===== config.mk =====
export PLATFORM = sky130hd
export DESIGN_NAME = split_dual_8bit_timer_regs
export DESIGN_NICKNAME = d
export VERILOG_FILES = /design/src/design/split_timer_pkg.sv /design/src/design/split_dual_8bit_timer_regs.sv /design/src/design/sticky_flag.sv /design/src/design/down_counter8.sv
export SDC_FILE = /design/constraint.sdc
export NUM_CORES = 1
export LEC_CHECK = 0
export ABC_AREA = 1
export BUFFER_PORTS_ARGS = -buffer_cell sky130_fd_sc_hd__buf_2
export CORE_MARGIN = 2
export CORE_UTILIZATION = 60
export CTS_BUF_LIST = sky130_fd_sc_hd__clkbuf_4 sky130_fd_sc_hd__clkbuf_8
export DETAILED_ROUTE_END_ITERATION = 7
export PLACE_DENSITY = 0.76
export SLEW_MARGIN = 15
export SYNTH_ARGS = -nofsm -noshare
export SYNTH_HDL_FRONTEND = slang
export SYNTH_HIERARCHICAL = 1
export SYNTH_SLANG_ARGS = --single-unit

===== constraint.sdc =====
create_clock -name clk -period 5.1 [get_ports clk]
set_input_delay 1.02 -clock clk [delete_from_list [all_inputs] [get_ports clk]]
set_output_delay 1.02 -clock clk [all_outputs]
set_load 0.05 [all_outputs]

===== src/design/split_timer_pkg.sv =====
// Purpose: Shared offsets, fields and reset values of the split-mode dual 8-bit timer.
// Assumes: Byte-wide register port with 6-bit offsets.
// Notes:   The offsets, fields, masks, reset values and encodings used by the timer files are named here.
package split_timer_pkg;
	// ************************************************************
	// Register offsets
	// ************************************************************
	localparam logic [5:0] OFF_CTRL_A     = 6'h00;
	localparam logic [5:0] OFF_CTRL_D     = 6'h03;
	localparam logic [5:0] OFF_CTRLE_CLR  = 6'h04;
	localparam logic [5:0] OFF_CTRLE_SET  = 6'h05;
	localparam logic [5:0] OFF_INT_EN     = 6'h0a;
	localparam logic [5:0] OFF_INT_FLAGS  = 6'h0b;
	localparam logic [5:0] OFF_DEBUG      = 6'h0e;
	localparam logic [5:0] OFF_LOW_CNT    = 6'h20;
	localparam logic [5:0] OFF_HIGH_CNT   = 6'h21;
	localparam logic [5:0] OFF_LOW_PER    = 6'h26;
	localparam logic [5:0] OFF_HIGH_PER   = 6'h27;
	localparam logic [5:0] OFF_LOW_CMP0   = 6'h28;
	localparam logic [5:0] OFF_CMP_STRIDE = 6'h02;
	localparam int         NUM_LOW_CMP    = 3;
	// ************************************************************
	// Field positions and masks
	// ************************************************************
	localparam int         BIT_ENABLE     = 0;
	localparam int         BIT_SPLIT      = 0;
	localparam int         BIT_RUN_DBG    = 0;
	localparam int         CMD_LSB        = 2;
	localparam int         TARGET_LSB     = 0;
	localparam int         FLAG_LOW_UNF   = 0;
	localparam int         FLAG_HIGH_UNF  = 1;
	localparam int         FLAG_LOW_CMP0  = 4;
	localparam logic [7:0] INT_MASK       = 8'h73;
	// ************************************************************
	// Reset values
	// ************************************************************
	localparam logic [7:0] REG_RESET      = 8'h00;
	localparam logic [7:0] COUNT_RESET    = 8'h00;
	localparam logic [7:0] PERIOD_RESET   = 8'hff;
	localparam logic [7:0] CMP_RESET      = 8'h00;
	// ************************************************************
	// Command encodings
	// ************************************************************
	typedef enum logic [1:0] {
		CMD_NONE       = 2'h0,
		CMD_RESERVED   = 2'h1,
		CMD_RESTART    = 2'h2,
		CMD_HARD_RESET = 2'h3
	} command_t;
	localparam logic [1:0] TARGET_NONE    = 2'h0;
	localparam logic [1:0] TARGET_BOTH    = 2'h3;
endpackage


===== src/design/split_dual_8bit_timer_regs.sv =====
// Purpose: Register side and counting of a 16-bit timer split into two 8-bit timers.
// Assumes: Byte register port on clk; debug_halt comes from logic on clk.
// Notes:   Prescaler fixed at divide by one; waveform outputs are not built.
// Functional notes
// - Command field always reads back zero.
// - Commands: none, reserved, restart, hard reset.
// - Hard reset ignored while timer enabled.
// - Target field: none, reserved, reserved, both.
// - Hard reset needs both timers targeted together.
// - Set alias sets bits written one.
// - Clear alias clears bits written one.
// - Enables gate flags onto the interrupt.
// - Low compare flag sets on counter match.
// - Flags cleared by writing one or by hard reset.
// - High underflow flag sets at high bottom.
// - Low underflow flag sets at low bottom.
// - Debug halt stops timer unless run bit.
// - Counter writes beat count, clear, reload.
// - Low period holds top, resets to ones.
// - High period holds top, resets to ones.
// - Three low compare registers compared on every count tick.
// - Mode bit selects the split 8-bit operation.
`timescale 1ns/1ps
module split_dual_8bit_timer_regs
	import split_timer_pkg::*;
(
	input  wire logic       clk,
	input  wire logic       rst_b,
	input  wire logic [5:0] reg_addr,
	input  wire logic       reg_wr,
	input  wire logic [7:0] reg_wdata,
	input  wire logic       debug_halt,
	output logic      [7:0] rd_data_r,
	output logic            irq_r
);
	// ************************************************************
	// Declarations
	// ************************************************************
	logic       enable_r, enable_nxt;
	logic       split_r, split_nxt;
	logic [1:0] target_r, target_nxt;
	logic [7:0] int_en_r, int_en_nxt;
	logic       dbg_run_r, dbg_run_nxt;
	logic [7:0] low_per_r, low_per_nxt;
	logic [7:0] high_per_r, high_per_nxt;
	logic [7:0] low_cmp_r [NUM_LOW_CMP], low_cmp_nxt [NUM_LOW_CMP];
	logic [7:0] rd_nxt;
	logic       irq_nxt;
	logic       wr_ctrl_a, wr_ctrl_d, wr_clr, wr_set, wr_int_en, wr_flags;
	logic       wr_debug, wr_low_cnt, wr_high_cnt, wr_low_per, wr_high_per;
	logic [2:0] wr_cmp;
	command_t   cmd;
	logic       restart_cmd, hard_cmd, tick;
	logic [7:0] low_cnt, high_cnt;
	logic       low_unf, high_unf;
	logic [7:0] flag_set, flag_clr, flags;

	// ************************************************************
	// Write decode and commands
	// ************************************************************
	always_comb
	begin
		wr_ctrl_a   = 1'b0;
		wr_ctrl_d   = 1'b0;
		wr_clr      = 1'b0;
		wr_set      = 1'b0;
		wr_int_en   = 1'b0;
		wr_flags    = 1'b0;
		wr_debug    = 1'b0;
		wr_low_cnt  = 1'b0;
		wr_high_cnt = 1'b0;
		wr_low_per  = 1'b0;
		wr_high_per = 1'b0;
		wr_cmp      = 3'h0;
		if (!reg_wr)
			wr_cmp = 3'h0;
		else if (reg_addr == OFF_CTRL_A)
			wr_ctrl_a = 1'b1;
		else if (reg_addr == OFF_CTRL_D)
			wr_ctrl_d = 1'b1;
		else if (reg_addr == OFF_CTRLE_CLR)
			wr_clr = 1'b1;
		else if (reg_addr == OFF_CTRLE_SET)
			wr_set = 1'b1;
		else if (reg_addr == OFF_INT_EN)
			wr_int_en = 1'b1;
		else if (reg_addr == OFF_INT_FLAGS)
			wr_flags = 1'b1;
		else if (reg_addr == OFF_DEBUG)
			wr_debug = 1'b1;
		else if (reg_addr == OFF_LOW_CNT)
			wr_low_cnt = 1'b1;
		else if (reg_addr == OFF_HIGH_CNT)
			wr_high_cnt = 1'b1;
		else if (reg_addr == OFF_LOW_PER)
			wr_low_per = 1'b1;
		else if (reg_addr == OFF_HIGH_PER)
			wr_high_per = 1'b1;
		else if (reg_addr == OFF_LOW_CMP0)
			wr_cmp = 3'h1;
		else if (reg_addr == OFF_LOW_CMP0 + OFF_CMP_STRIDE)
			wr_cmp = 3'h2;
		else if (reg_addr == OFF_LOW_CMP0 + OFF_CMP_STRIDE + OFF_CMP_STRIDE)
			wr_cmp = 3'h4;
	end

	always_comb
	begin
		cmd = command_t'(reg_wdata[CMD_LSB +: 2]);
		restart_cmd = wr_set && cmd == CMD_RESTART
			&& reg_wdata[TARGET_LSB +: 2] == TARGET_BOTH;
		hard_cmd = wr_set && cmd == CMD_HARD_RESET && !enable_r
			&& reg_wdata[TARGET_LSB +: 2] == TARGET_BOTH;
	end

	always_comb
	begin
		tick = enable_r && split_r && (!debug_halt || dbg_run_r);
	end

	// ************************************************************
	// Control and configuration registers
	// ************************************************************
	always_comb
	begin
		enable_nxt   = enable_r;
		split_nxt    = split_r;
		target_nxt   = target_r;
		int_en_nxt   = int_en_r;
		dbg_run_nxt  = dbg_run_r;
		low_per_nxt  = low_per_r;
		high_per_nxt = high_per_r;
		for (int n = 0; n < NUM_LOW_CMP; n++)
		begin
			low_cmp_nxt[n] = low_cmp_r[n];
			if (wr_cmp[n])
				low_cmp_nxt[n] = reg_wdata;
			else if (hard_cmd)
				low_cmp_nxt[n] = CMP_RESET;
		end
		if (wr_ctrl_a)
			enable_nxt = reg_wdata[BIT_ENABLE];
		if (wr_ctrl_d)
			split_nxt = reg_wdata[BIT_SPLIT];
		if (wr_set)
			target_nxt = target_r | reg_wdata[TARGET_LSB +: 2];
		if (wr_clr)
			target_nxt = target_r & ~reg_wdata[TARGET_LSB +: 2];
		if (wr_int_en)
			int_en_nxt = reg_wdata & INT_MASK;
		if (wr_debug)
			dbg_run_nxt = reg_wdata[BIT_RUN_DBG];
		if (wr_low_per)
			low_per_nxt = reg_wdata;
		else if (hard_cmd)
			low_per_nxt = PERIOD_RESET;
		if (wr_high_per)
			high_per_nxt = reg_wdata;
		else if (hard_cmd)
			high_per_nxt = PERIOD_RESET;
	end

	always_ff @(posedge clk or negedge rst_b)
	begin
		if (!rst_b)
		begin
			enable_r   <= 1'b0;
			split_r    <= 1'b0;
			target_r   <= TARGET_NONE;
			int_en_r   <= REG_RESET;
			dbg_run_r  <= 1'b0;
			low_per_r  <= PERIOD_RESET;
			high_per_r <= PERIOD_RESET;
			for (int n = 0; n < NUM_LOW_CMP; n++)
				low_cmp_r[n] <= CMP_RESET;
		end
		else
		begin
			enable_r   <= enable_nxt;
			split_r    <= split_nxt;
			target_r   <= target_nxt;
			int_en_r   <= int_en_nxt;
			dbg_run_r  <= dbg_run_nxt;
			low_per_r  <= low_per_nxt;
			high_per_r <= high_per_nxt;
			for (int n = 0; n < NUM_LOW_CMP; n++)
				low_cmp_r[n] <= low_cmp_nxt[n];
		end
	end

	// ************************************************************
	// Counters
	// ************************************************************
	down_counter8 low_counter (
		.clk       (clk),
		.rst_b     (rst_b),
		.tick      (tick),
		.wr_en     (wr_low_cnt),
		.wr_val    (reg_wdata),
		.restart   (restart_cmd),
		.hard_clr  (hard_cmd),
		.period    (low_per_r),
		.count_r   (low_cnt),
		.underflow (low_unf)
	);

	down_counter8 high_counter (
		.clk       (clk),
		.rst_b     (rst_b),
		.tick      (tick),
		.wr_en     (wr_high_cnt),
		.wr_val    (reg_wdata),
		.restart   (restart_cmd),
		.hard_clr  (hard_cmd),
		.period    (high_per_r),
		.count_r   (high_cnt),
		.underflow (high_unf)
	);

	// ************************************************************
	// Interrupt flags
	// ************************************************************
	always_comb
	begin
		flag_set = 8'h00;
		flag_set[FLAG_LOW_UNF] = low_unf;
		flag_set[FLAG_HIGH_UNF] = high_unf;
		for (int n = 0; n < NUM_LOW_CMP; n++)
			flag_set[FLAG_LOW_CMP0 + n] = tick && low_cnt == low_cmp_r[n];
		flag_clr = (wr_flags ? reg_wdata : 8'h00) | {8{hard_cmd}};
	end

	for (genvar gi = 0; gi < 8; gi++)
	begin : g_flag
		if (INT_MASK[gi])
		begin : g_used
			sticky_flag flag_bit (
				.clk    (clk),
				.rst_b  (rst_b),
				.set    (flag_set[gi]),
				.clr    (flag_clr[gi]),
				.flag_r (flags[gi])
			);
		end
		else
		begin : g_unused
			assign flags[gi] = 1'b0;
		end
	end

	// ************************************************************
	// Read data and interrupt output
	// ************************************************************
	always_comb
	begin
		irq_nxt = |(flags & int_en_r);
		rd_nxt  = 8'h00;
		if (reg_addr == OFF_CTRL_A)
			rd_nxt[BIT_ENABLE] = enable_r;
		else if (reg_addr == OFF_CTRL_D)
			rd_nxt[BIT_SPLIT] = split_r;
		else if (reg_addr == OFF_CTRLE_CLR || reg_addr == OFF_CTRLE_SET)
			rd_nxt[TARGET_LSB +: 2] = target_r;
		else if (reg_addr == OFF_INT_EN)
			rd_nxt = int_en_r;
		else if (reg_addr == OFF_INT_FLAGS)
			rd_nxt = flags;
		else if (reg_addr == OFF_DEBUG)
			rd_nxt[BIT_RUN_DBG] = dbg_run_r;
		else if (reg_addr == OFF_LOW_CNT)
			rd_nxt = low_cnt;
		else if (reg_addr == OFF_HIGH_CNT)
			rd_nxt = high_cnt;
		else if (reg_addr == OFF_LOW_PER)
			rd_nxt = low_per_r;
		else if (reg_addr == OFF_HIGH_PER)
			rd_nxt = high_per_r;
		else if (reg_addr == OFF_LOW_CMP0)
			rd_nxt = low_cmp_r[0];
		else if (reg_addr == OFF_LOW_CMP0 + OFF_CMP_STRIDE)
			rd_nxt = low_cmp_r[1];
		else if (reg_addr == OFF_LOW_CMP0 + OFF_CMP_STRIDE + OFF_CMP_STRIDE)
			rd_nxt = low_cmp_r[2];
	end

	always_ff @(posedge clk or negedge rst_b)
	begin
		if (!rst_b)
		begin
			rd_data_r <= 8'h00;
			irq_r     <= 1'b0;
		end
		else
		begin
			rd_data_r <= rd_nxt;
			irq_r     <= irq_nxt;
		end
	end

	// ************************************************************
	// Checks
	// ************************************************************
	cmd_reads_zero_a: assert property (@(posedge clk) disable iff (!rst_b)
		(reg_addr == OFF_CTRLE_SET || reg_addr == OFF_CTRLE_CLR) |=> rd_data_r[3:2] == 2'h0)
		else $error("command field read back non-zero");
	restart_reload_a: assert property (@(posedge clk) disable iff (!rst_b)
		(wr_set && reg_wdata[3:0] == 4'hb)
		|=> low_cnt == $past(low_per_r) && high_cnt == $past(high_per_r))
		else $error("restart did not reload both counters");
	hard_ignored_a: assert property (@(posedge clk) disable iff (!rst_b)
		(wr_set && reg_wdata[3:0] == 4'hf && enable_r) |=> low_per_r == $past(low_per_r))
		else $error("hard reset acted while enabled");
	hard_applied_a: assert property (@(posedge clk) disable iff (!rst_b)
		(wr_set && reg_wdata[3:0] == 4'hf && !enable_r)
		|=> low_per_r == 8'hff && high_per_r == 8'hff && flags == 8'h00 && low_cnt == 8'h00)
		else $error("hard reset did not restore registers");
	hard_needs_both_a: assert property (@(posedge clk) disable iff (!rst_b)
		(wr_set && reg_wdata[3:2] == 2'h3 && reg_wdata[1:0] != 2'h3) |=> $stable(low_per_r))
		else $error("hard reset acted without both targets");
	set_alias_a: assert property (@(posedge clk) disable iff (!rst_b)
		wr_set |=> target_r == ($past(target_r) | $past(reg_wdata[1:0])))
		else $error("set alias wrong");
	clear_alias_a: assert property (@(posedge clk) disable iff (!rst_b)
		wr_clr |=> target_r == ($past(target_r) & ~$past(reg_wdata[1:0])))
		else $error("clear alias wrong");
	irq_gating_a: assert property (@(posedge clk) disable iff (!rst_b)
		(int_en_r == 8'h00) |=> !irq_r)
		else $error("interrupt raised with all enables off");
	compare_flag_a: assert property (@(posedge clk) disable iff (!rst_b)
		(tick && low_cnt == low_cmp_r[1]) |=> flags[FLAG_LOW_CMP0 + 1])
		else $error("compare match did not set flag");
	debug_halt_a: assert property (@(posedge clk) disable iff (!rst_b)
		(debug_halt && !dbg_run_r && !reg_wr) |=> $stable(low_cnt) && $stable(high_cnt))
		else $error("counter moved during debug halt");
endmodule // split_dual_8bit_timer_regs


===== src/design/sticky_flag.sv =====
// Purpose: One interrupt flag that hardware sets and software clears.
// Assumes: Set and clear are single-cycle strobes on clk.
// Notes:   A set in the clearing cycle wins.
`timescale 1ns/1ps
module sticky_flag
	import split_timer_pkg::*;
(
	input  wire logic clk,
	input  wire logic rst_b,
	input  wire logic set,
	input  wire logic clr,
	output logic      flag_r
);
	logic flag_nxt;

	always_comb
	begin
		flag_nxt = set | (flag_r & ~clr);
	end

	always_ff @(posedge clk or negedge rst_b)
	begin
		if (!rst_b)
			flag_r <= 1'b0;
		else
			flag_r <= flag_nxt;
	end

	flag_set_wins_a: assert property (@(posedge clk) disable iff (!rst_b)
		set |=> flag_r)
		else $error("flag lost a set event");
	flag_no_hw_clear_a: assert property (@(posedge clk) disable iff (!rst_b)
		(flag_r && !clr) |=> flag_r)
		else $error("flag cleared without software clear");
endmodule // sticky_flag


===== src/design/down_counter8.sv =====
// Purpose: One 8-bit down counter with reload from its period.
// Assumes: Tick is a one-cycle enable on clk.
// Notes:   Write beats hard clear, hard clear beats restart, restart beats count.
`timescale 1ns/1ps
module down_counter8
	import split_timer_pkg::*;
(
	input  wire logic       clk,
	input  wire logic       rst_b,
	input  wire logic       tick,
	input  wire logic       wr_en,
	input  wire logic [7:0] wr_val,
	input  wire logic       restart,
	input  wire logic       hard_clr,
	input  wire logic [7:0] period,
	output logic      [7:0] count_r,
	output logic            underflow
);
	logic [7:0] count_nxt;

	always_comb
	begin
		count_nxt = count_r;
		underflow = 1'b0;
		if (wr_en)
			count_nxt = wr_val;
		else if (hard_clr)
			count_nxt = COUNT_RESET;
		else if (restart)
			count_nxt = period;
		else if (tick)
		begin
			if (count_r == COUNT_RESET)
			begin
				count_nxt = period;
				underflow = 1'b1;
			end
			else
				count_nxt = count_r - 8'h01;
		end
	end

	always_ff @(posedge clk or negedge rst_b)
	begin
		if (!rst_b)
			count_r <= COUNT_RESET;
		else
			count_r <= count_nxt;
	end

	bottom_reload_a: assert property (@(posedge clk) disable iff (!rst_b)
		(tick && !wr_en && !hard_clr && !restart && count_r == 8'h00)
		|=> count_r == $past(period))
		else $error("counter did not reload at bottom");
	write_priority_a: assert property (@(posedge clk) disable iff (!rst_b)
		wr_en |=> count_r == $past(wr_val))
		else $error("bus write lost against counter update");
endmodule // down_counter8


After elaboration in Yosys (flattened, before gate mapping)
Cells that the tools add are included.
{"block": "classes", "reduce_logical": 26, "n_addsub": 2, "mul": 0, "n_eq_ne": 19, "n_shift": 0, "bitwise_logic": 20, "n_lt_le_gt_ge": 0, "div_mod_pow": 0, "muxes": 139}
{"op": "2-to-1 mux 8 bit", "count": 26}
{"op": "2-to-1 mux 1 bit", "count": 90}
{"op": "2-to-1 mux 3 bit", "count": 15}
{"op": "== test 6 bit, second input constant", "count": 7}
{"op": "2-to-1 mux 7 bit", "count": 4}
{"op": "== test 8 bit", "count": 3}
{"op": "== test 6 x 4 -> 1 bit, second input constant", "count": 3}
{"op": "logical NOT 8 bit", "count": 2}
{"op": "subtractor 8 x 1 -> 8 bit, second input constant", "count": 2}
{"op": "== test 6 x 3 -> 1 bit, second input constant", "count": 2}
{"op": "nonzero test 2 bit", "count": 6}
{"op": "logical AND 1 bit", "count": 10}
{"op": "nonzero test 4 bit", "count": 2}
{"op": "OR reduction 8 bit", "count": 1}
{"op": "AND 7 bit", "count": 1}
{"op": "bitwise OR 7 bit", "count": 1}
{"op": "== test 2 bit, second input constant", "count": 3}
{"op": "== test 6 x 2 -> 1 bit, second input constant", "count": 1}
{"op": "logical NOT 6 bit", "count": 1}
{"op": "2-to-1 mux 2 bit", "count": 3}
{"op": "2-to-1 mux 6 bit", "count": 1}
{"op": "AND 1 bit", "count": 5}
{"op": "NOT 1 bit", "count": 5}
{"op": "bitwise OR 1 bit", "count": 5}
{"op": "other kinds (5)", "count": 7}
{"block": "word_totals", "mem_count": 0, "word_cells": 225, "mem_bits_ro": 0, "ramBits": 0, "latchBits": 0, "input_bits": 18, "regBits": 80, "output_inout_bits": 9}

Depth between registers and ports, before layout
Gate-level depths: netlist of the first run.
{"block": "logic_depth", "ltp_word": 17, "ltp_mapped": 14, "ltp_nobuf": 13}

By module
The synthesis of the first run kept the hierarchy.
{"mod": "split_dual_8bit_timer_regs", "cells_per_inst": 409, "area_each_um2": 3395.8, "seq_area_each_um2": 1496.4, "n_inst": 1}
{"mod": "down_counter8", "cells_per_inst": 107, "area_each_um2": 684.4, "seq_area_each_um2": 200.2, "n_inst": 2}
{"mod": "sticky_flag", "cells_per_inst": 5, "area_each_um2": 40.0, "seq_area_each_um2": 25.0, "n_inst": 5}

Least setup slack after synthesis of the first run
OpenSTA, ideal clock, no wires.
{"block": "synth_timing", "kind": "input -> register", "start": "input port reg_wr", "end": "register low_counter.count_r[3]", "setup_ns": 0.122, "t_arrival_ns": 2.488, "required_time_ns": 4.978, "slack_ns": 2.490, "cell_stages": 13, "n_path_buf": 2, "path_cell_list": "buf_6 -> inv_4 -> nor3_4 -> nand2_2 -> inv_2 -> nand4_4 -> clkinv_2 -> buf_8 -> or2_4 -> nor3_4 -> inv_2 -> nor2_1 -> a21oi_1"}
{"block": "synth_between", "elab_chain_cells": 6, "elab_cells_between_ends": 11, "cone_classes": "5 x mux; 6 x reduce/logical"}
{"item": "from (decl)", "line": "split_dual_8bit_timer_regs.sv:30", "text": "input wire logic reg_wr,"}
{"item": "2-to-1 mux 1 bit (*)", "line": "split_dual_8bit_timer_regs.sv:75", "text": "if (!reg_wr)"}
{"item": "logical AND 1 bit (*) (2 in a row)", "line": "split_dual_8bit_timer_regs.sv:112", "text": "hard_cmd = wr_set && cmd == CMD_HARD_RESET && !enable_r"}
{"item": "logical AND 1 bit (*)", "line": "split_dual_8bit_timer_regs.sv:113", "text": "&& reg_wdata[TARGET_LSB +: 2] == TARGET_BOTH;"}
{"item": "net hard_cmd", "line": "split_dual_8bit_timer_regs.sv:53", "text": "logic restart_cmd, hard_cmd, tick;"}
{"item": "2-to-1 mux 8 bit", "line": "down_counter8.sv:27", "text": "else if (hard_clr)"}
{"item": "2-to-1 mux 8 bit", "line": "down_counter8.sv:25", "text": "if (wr_en)"}
{"item": "to (signal assigned)", "line": "down_counter8.sv:48", "text": "count_r <= count_nxt;"}
{"item": "to (decl)", "line": "down_counter8.sv:16", "text": "output logic [7:0] count_r,"}
The timed path passes the listed nets; every way through them passes the cells marked *.
A chain may end at the register's enable or synchronous reset.

Final worst setup path of the first run
{"block": "layout_timing", "start": "input port reg_wdata[0]", "end": "register high_counter.count_r[2]"}
{"block": "layout_between", "elab_chain_cells": 5, "elab_cells_between_ends": 7, "cone_classes": "1 x eq/ne; 3 x mux; 3 x reduce/logical"}
{"item": "from (decl)", "line": "split_dual_8bit_timer_regs.sv:31", "text": "input wire logic [7:0] reg_wdata,"}
{"item": "== test 2 bit (*)", "line": "split_dual_8bit_timer_regs.sv:111, split_dual_8bit_timer_regs.sv:113"}
{"item": "logical AND 1 bit", "line": "split_dual_8bit_timer_regs.sv:111", "text": "&& reg_wdata[TARGET_LSB +: 2] == TARGET_BOTH;"}
{"item": "2-to-1 mux 8 bit", "line": "down_counter8.sv:29", "text": "else if (restart)"}
{"item": "2-to-1 mux 8 bit", "line": "down_counter8.sv:27"}
{"item": "2-to-1 mux 8 bit", "line": "down_counter8.sv:25"}
{"item": "to (signal assigned)", "line": "down_counter8.sv:48"}
{"item": "to (decl)", "line": "down_counter8.sv:16"}
Every way passes the cells marked *; elsewhere a longest branch is shown, timed or not.

==> metrics.txt, run 1 <==
gr ovfl total=0; Resized Gates After CTS=0; Compound-Gate Fraction of Synth Area=0.146; Worst EP required=5.35 ns; Synth Cell Area=just under 5000 µm²; Initial Util=0.610; RSZ-0062 raised after global routing=false; # nets final=between 600 and 700; first-pass GRT wire length=approximately 22000 µm; worst path cell trace=buf_2 > inv_1 > nor3_2 > nand4_4 > clkinv_2 > or2_4 > nor3_4 > inv_2 > nor2_1 > a21oi_1; Critical Path AT=3.21 ns; Ys Warns=6; Detailed Routing Iterations Pass 1=5; share of layout cells above drive strength 1=0.175; Die W=95.0 µm; Slowest-stage cell, CP=or2_4; Crit path largest cell delay=~0.37 ns; post-layout minimum cycle time=around 3.0 ns; main combinational cell family by area after synthesis=simple AND/OR/NAND/NOR gates; Port Buffer Count=26; static leakage=2.67 nW; WP buf/inv=4; largest net degree at the start of global routing=81; Max Root-Sink Buffers=2; CTS Buf Count=9; Most used DFF post-synth=dfrtp_1; fmax=between 300 and 400 MHz; Synth Register Bits=80; total placed cells including tap cells=roughly 770; Final Max Slew Viols=0; Worst Tran Pin Value=0.997 ns; Async SR Flop Fraction=1.00; clk_skew=around 0.018 ns; die area=about 9000 µm²; Clock Sinks=80; worst rel slew slack=0.336; mux cell area share after synthesis=0; Setup TNS Final=0 ns; startpoint class of the critical path=primary input; Top Ports=27; xor/xnor cell area share of the yosys netlist=0.0441; htree depth=3; average wire per standard cell=17.6 µm; final non-filler cell total=between 700 and 800; count of hold-fix buffers inserted at cts=0; commonest non-fill, non-tap cell in the layout=nand2_1; Worst Reg-to-Reg Cells=8; setup violators final=0; clk slew on worst S/H paths=around 0.1 ns; initial antenna violation count=0; GRT Total Usage=0.327; Antenna Cells=0; Synth cell types=between 40 and 50; Seq/Total Area, Yosys=0.407; Clk Latency, worst-skew pair=0.37 ns; Core Footprint=8130 µm²; Post-DRT Antenna Nets=0; Cell Rows=33; EDFF count, synth=0; Crit. path cell count=10; CP max FO=18; Root Buffer=clkbuf_8; # fillers=roughly 720; max_cap viols=0; Post-Syn Instances=~650; Util after Layout=0.658; HP Class=reg2reg; Die Ht=95.0 µm; DRC=0; crit path kind=in2reg; Mean Syn Cell Area=around 7.7 µm²; post-CTS setup buffer count=0; Final Hold Fails=0; number of vias per cell=a little under 6; outcome=finished clean; vias after detailed routing=roughly 4600; Final HPWL DP=slightly above 10000 µm; Hold Crit Depth=2; period utilization=0.581; Synth Net Count=670; total length of routed wires=13800 µm; P per Cell Area=between 400 and 500 nW/µm²; most frequent cells in the layout=131 x nand2_1, 99 x inv_1, 64 x dfrtp_1; area share of and/or/nand/nor cells after synthesis=0.293; DR iter-0 viols=350; Crit path max-delay family=simple AND/OR/NAND/NOR gates; Crit. End Element=flop; vias in the first global route=about 4300; Peak VDD IR=around 0.2 mV; Placer Congestion=~0.93; CTS tree=yes; Synth Area in Adders=0.0101; P&R area growth vs syn=7.74%
[layout make-up]
cell class / instances / area (µm²) / share of cell area
Clock inverter: 4 / 53.8 / 0.0101
Tap cell: 105 / 131 / 0.0246
Clock buffer: 12 / 153 / 0.0285
Timing Repair Buffer: 26 / 133 / 0.0248
Sequential cell: 80 / 2020 / 0.378
Multi-Input combinational cell: 451 / 2450 / 0.458
Inverter: 107 / 405 / 0.0758
[Yosys cell counts, types with 9 or more instances]
| master | number | share of area |
|---|---|---|
| nand2_1 | 131 | 0.099 |
| inv_1 | 99 | 0.075 |
| dfrtp_1 | 64 | 0.32 |
| a21oi_1 | 53 | 0.053 |
| nor2_1 | 51 | 0.039 |
| nand3_1 | 50 | 0.050 |
| o21ai_0 | 24 | 0.024 |
| xor2_1 | 21 | 0.037 |
| o22ai_1 | 20 | 0.025 |
| dfstp_2 | 16 | 0.085 |
| nor3_2 | 12 | 0.024 |
| nand4_1 | 11 | 0.014 |
| a21oi_2 | 9 | 0.016 |
[power by group]
| part | switching, W | internal, W | total [W] |
|---|---|---|---|
| Combinational | 0.000398 | 0.000272 | 0.000670 |
| Clock | 0.000245 | 0.000252 | 0.000497 |
| Sequential | 0.000238 | 0.000791 | 0.00103 |
[path summary, 6_finish.rpt]
path | slack [ns] | start | endpoint
min | 0.52 | split_r | split_r
max reg2reg | 2.86 | enable_r | high_counter/count_r[2]
min in group asynchronous | 0.80 | rst_b | rd_data_r[4]
max in group asynchronous | 3.64 | rst_b | low_counter/count_r[1]
min reg2reg | 0.52 | split_r | split_r
max | 2.14 | reg_wdata[0] | high_counter/count_r[2]
[sequential cells by signal, indices dropped and copies added, names as in the netlist, 5 cells and up, named ones only]
name                           cells
int_en_r                           5
low_per_r                          8
g_flag.g_used.flag_bit/flag_r      5
low_counter/count_r                8
low_cmp_r                         24
high_counter/count_r               8
high_per_r                         8
rd_data_r                          8
[metrics by stage]
| stage | hold slack (ns) | setup slack [ns] | power, W | cell area, µm² |
|---|---|---|---|---|
| final | 0.523 | 2.14 | 0.00220 | 5350 |
| after detailed placement | 0.497 | 1.78 | 0.00169 | 5140 |
| after global placement | 0.491 | 1.80 | 0.00166 | 5140 |
| after CTS | 0.516 | 2.17 | 0.00218 | 5350 |
| after global routing | 0.550 | 1.95 | 0.00232 | 5350 |
| after floorplan | 0.462 | 2.49 | 0.00147 | 4960 |
[metal layers]
layer / GRT usage / routed length [µm] / vias to the layer above
li1: - / - / 2179
met1: 0.462 / 6040 / 2169
met2: 0.505 / 6270 / 204
met3: 0.0519 / 1060 / 31
met4: 0.129 / 443 / 0
met5: 0 / 0 / -
[logic make-up after synthesis]
logic type | after synthesis
and+or+nand+nor | 297
AOI/OAI and AO/OA | 125
buffers and inverters | 117
DFF | 80
xor gates and xnor gates | 25
adders and majority gates | 4
[worst register-to-register path: stages (launching register included)]
cell and delay, ns:
dfrtp_1 0.41, inv_1 0.09, nand4_4 0.23, clkinv_2 0.33, or2_4 0.38, nor3_4 0.33
inv_2 0.16, nor2_1 0.13, a21oi_1 0.05
No activity file was read; power rests on OpenSTA's default activity.
==> run 2, diff against run 1 <==
--- a/config.mk
+++ b/config.mk
@@ -8,10 +8,10 @@
 export ABC_AREA = 1
 export BUFFER_PORTS_ARGS = -buffer_cell sky130_fd_sc_hd__buf_2
 export CORE_MARGIN = 2
-export CORE_UTILIZATION = 60
+export CORE_UTILIZATION = 58
 export CTS_BUF_LIST = sky130_fd_sc_hd__clkbuf_4 sky130_fd_sc_hd__clkbuf_8
 export DETAILED_ROUTE_END_ITERATION = 7
-export PLACE_DENSITY = 0.76
+export PLACE_DENSITY = 0.77
 export SLEW_MARGIN = 15
 export SYNTH_ARGS = -nofsm -noshare
 export SYNTH_HDL_FRONTEND = slang
==> constraint.sdc (replaced) <==
create_clock -name clk -period 2.4 [get_ports clk]
set_input_delay 0.48 -clock clk [delete_from_list [all_inputs] [get_ports clk]]
set_output_delay 0.48 -clock clk [all_outputs]
set_load 0.05 [all_outputs]
==> run 2 against run 1 <==
Wire length about the same; via count up 3.3%; clock skew down 0.0046 ns; design area increased by 2.1%; combinational power is 120% higher; critical path depth is 2 lower; hold slack got worse by 0.39 ns; cell count is 1.8% higher; global-route usage fell by 0.80 points; critical endpoint is now low_counter/count_r[2]; largest power group unchanged; highest routed layer unchanged.
==> metrics.txt, run 2 (synthesis gave the netlist of run 1 again) <==
Register Area=between 2000 and 2500 µm²; CP max FO=8; Max Root-Sink Buffers=2; P per Cell Area=approximately 840 nW/µm²; Worst Tran Pin Value=0.501 ns; R2R Path Start=low_counter/count_r[0]; Critical Path AT=2.16 ns; Final HPWL DP=10400 µm; Most Frequent Cell on Critical Path=nand3_1; Die Ht=~97 µm; Initial Util=0.601; Cell Rows=33; Resized Gates After CTS=0; # fillers=about 720; Root Buffer=clkbuf_8; share of layout cells above drive strength 1=0.192; CTS Buf Count=9; Die W=96.5 µm; P&R area growth vs syn=9.98%; Antenna Cells=0; Final Power=~0.0046 W; DR iter-0 viols=about 460; GRT Max-Usage Layer=met2; Peak VDD IR=roughly 0.56 mV; initial antenna violation count=0; CP endpoint=low_counter/count_r[2]; Worst Reg-to-Reg Cells=8; clk slew on worst S/H paths=0.09 ns; area of the multi-input gates=2450 µm²; static leakage=~2.7 nW; total length of routed wires=between 10000 and 15000 µm; DRC=0; Final Hold Fails=0; Most flops, register=low_cmp_r; worst rel slew slack=0.666; setup violators final=0; Slowest-stage cell, CP=dfrtp_1; Util after Layout=0.661; GR Util met1=0.442; crit path kind=reg2reg; most frequent cells in the layout=131 x nand2_1, 99 x inv_1, 64 x dfrtp_1; # nets final=711; gr ovfl total=0; GRT Total Usage=0.319; outcome=finished clean; Crit. End Element=flop; clk_skew=between 0.01 and 0.015 ns; post-CTS setup buffer count=0; Post-DRT Antenna Nets=0; vias after detailed routing=4733; max reg flops=24; CTS tree=yes; Clk Latency, worst-skew pair=between 0.3 and 0.4 ns; fmax=518 MHz; worst hold margin=about 0.13 ns; period utilization=0.804; number of vias per cell=5.92; htree depth=3; Port Buffer Count=26; post-layout minimum cycle time=roughly 1.9 ns; vias in the first global route=about 4400; Detailed Routing Iterations Pass 1=6; met3 usage in global routing=0.0636; die area=9320 µm²; Top Ports=27; commonest non-fill, non-tap cell in the layout=nand2_1; global routing usage on met2=0.491; startpoint class of the critical path=flop; worst path cell trace=inv_1 > ha_1 > nand2_1 > nor2_1 > nor2_2 > nand3_1 > nand3_1 > a21oi_1; Crit path largest cell delay=0.63 ns; HP Class=in2async; average wire per standard cell=around 17 µm; FF-to-FF End=low_counter/count_r[2]; Core Footprint=~8300 µm²; largest net degree at the start of global routing=81; first-pass GRT wire length=roughly 22000 µm; Setup TNS Final=0 ns; RSZ-0062 raised after global routing=false; crit path launch=low_counter/count_r[0]; reg-to-reg slack, setup=around 0.47 ns; max_cap viols=0; Final Max Slew Viols=0; Placer Congestion=1.06; Clock Sinks=80; count of hold-fix buffers inserted at cts=0; Worst EP required=about 2.6 ns
-- run 2: cell count changes in the layout (fill, tap and decap cells not counted), sizes merged --
cell	previous run	this run
bufinv	1	0
buf	26	40
clkinv	2	3
-- run 2: layout make-up --
type / instances / area share
Multi-Input combinational cell: 451 / 0.449
Sequential cell: 80 / 0.370
Inverter: 107 / 0.0742
Clock inverter: 4 / 0.00527
Tap cell: 105 / 0.0241
Timing Repair Buffer: 40 / 0.0481
Clock buffer: 12 / 0.0291
-- run 2: worst min-delay path by stage --
stage | endpoint | slack [ns] | cells after the start
global route | rd_data_r[5] | 0.16 | 2
floorplan | async pin | 0.18 | 0
detailed placement | low_per_r[7] | 0.50 | 2
global placement | g_flag[4].g_used.flag_bit/flag_r | 0.49 | 2
finish | rd_data_r[5] | 0.13 | 2
CTS | split_r | 0.16 | 2
-- run 2: routing by layer --
metal	part of all wire	vias up	wire length, µm
li1	-	2200	-
met1	0.42	2202	5740
met2	0.44	283	6100
met3	0.10	48	1400
met4	0.042	0	578
met5	0	-	0
-- run 2: per-stage QoR --
step | cells | setup WS [ns] | area, µm²
2_1_floorplan | 648 | 0.330 | 4960
3_3_place_gp | 783 | 0.284 | 5270
3_5_place_dp | 783 | 0.217 | 5270
4_1_cts | 799 | 0.551 | 5460
5_1_grt | 799 | 0.366 | 5460
6_report | 799 | 0.471 | 5460
-- run 2: report_power, final --
part	leakage, nW	internal [W]	switching (W)	total (W)
Combinational	1.69	0.000589	0.000868	0.00146
Sequential	0.957	0.00168	0.000533	0.00221
Clock	0.0920	0.000444	0.000496	0.000940
Total	2.74	0.00271	0.00190	0.00461
-- run 2: critical path: cells and delay by family (launching register included) --
kind / cells / cell delay (ns)
compound gates: 1 / 0.06
simple gates: 5 / 0.71
fa+ha+maj: 1 / 0.23
flops: 1 / 0.63
buf+inv: 1 / 0.17
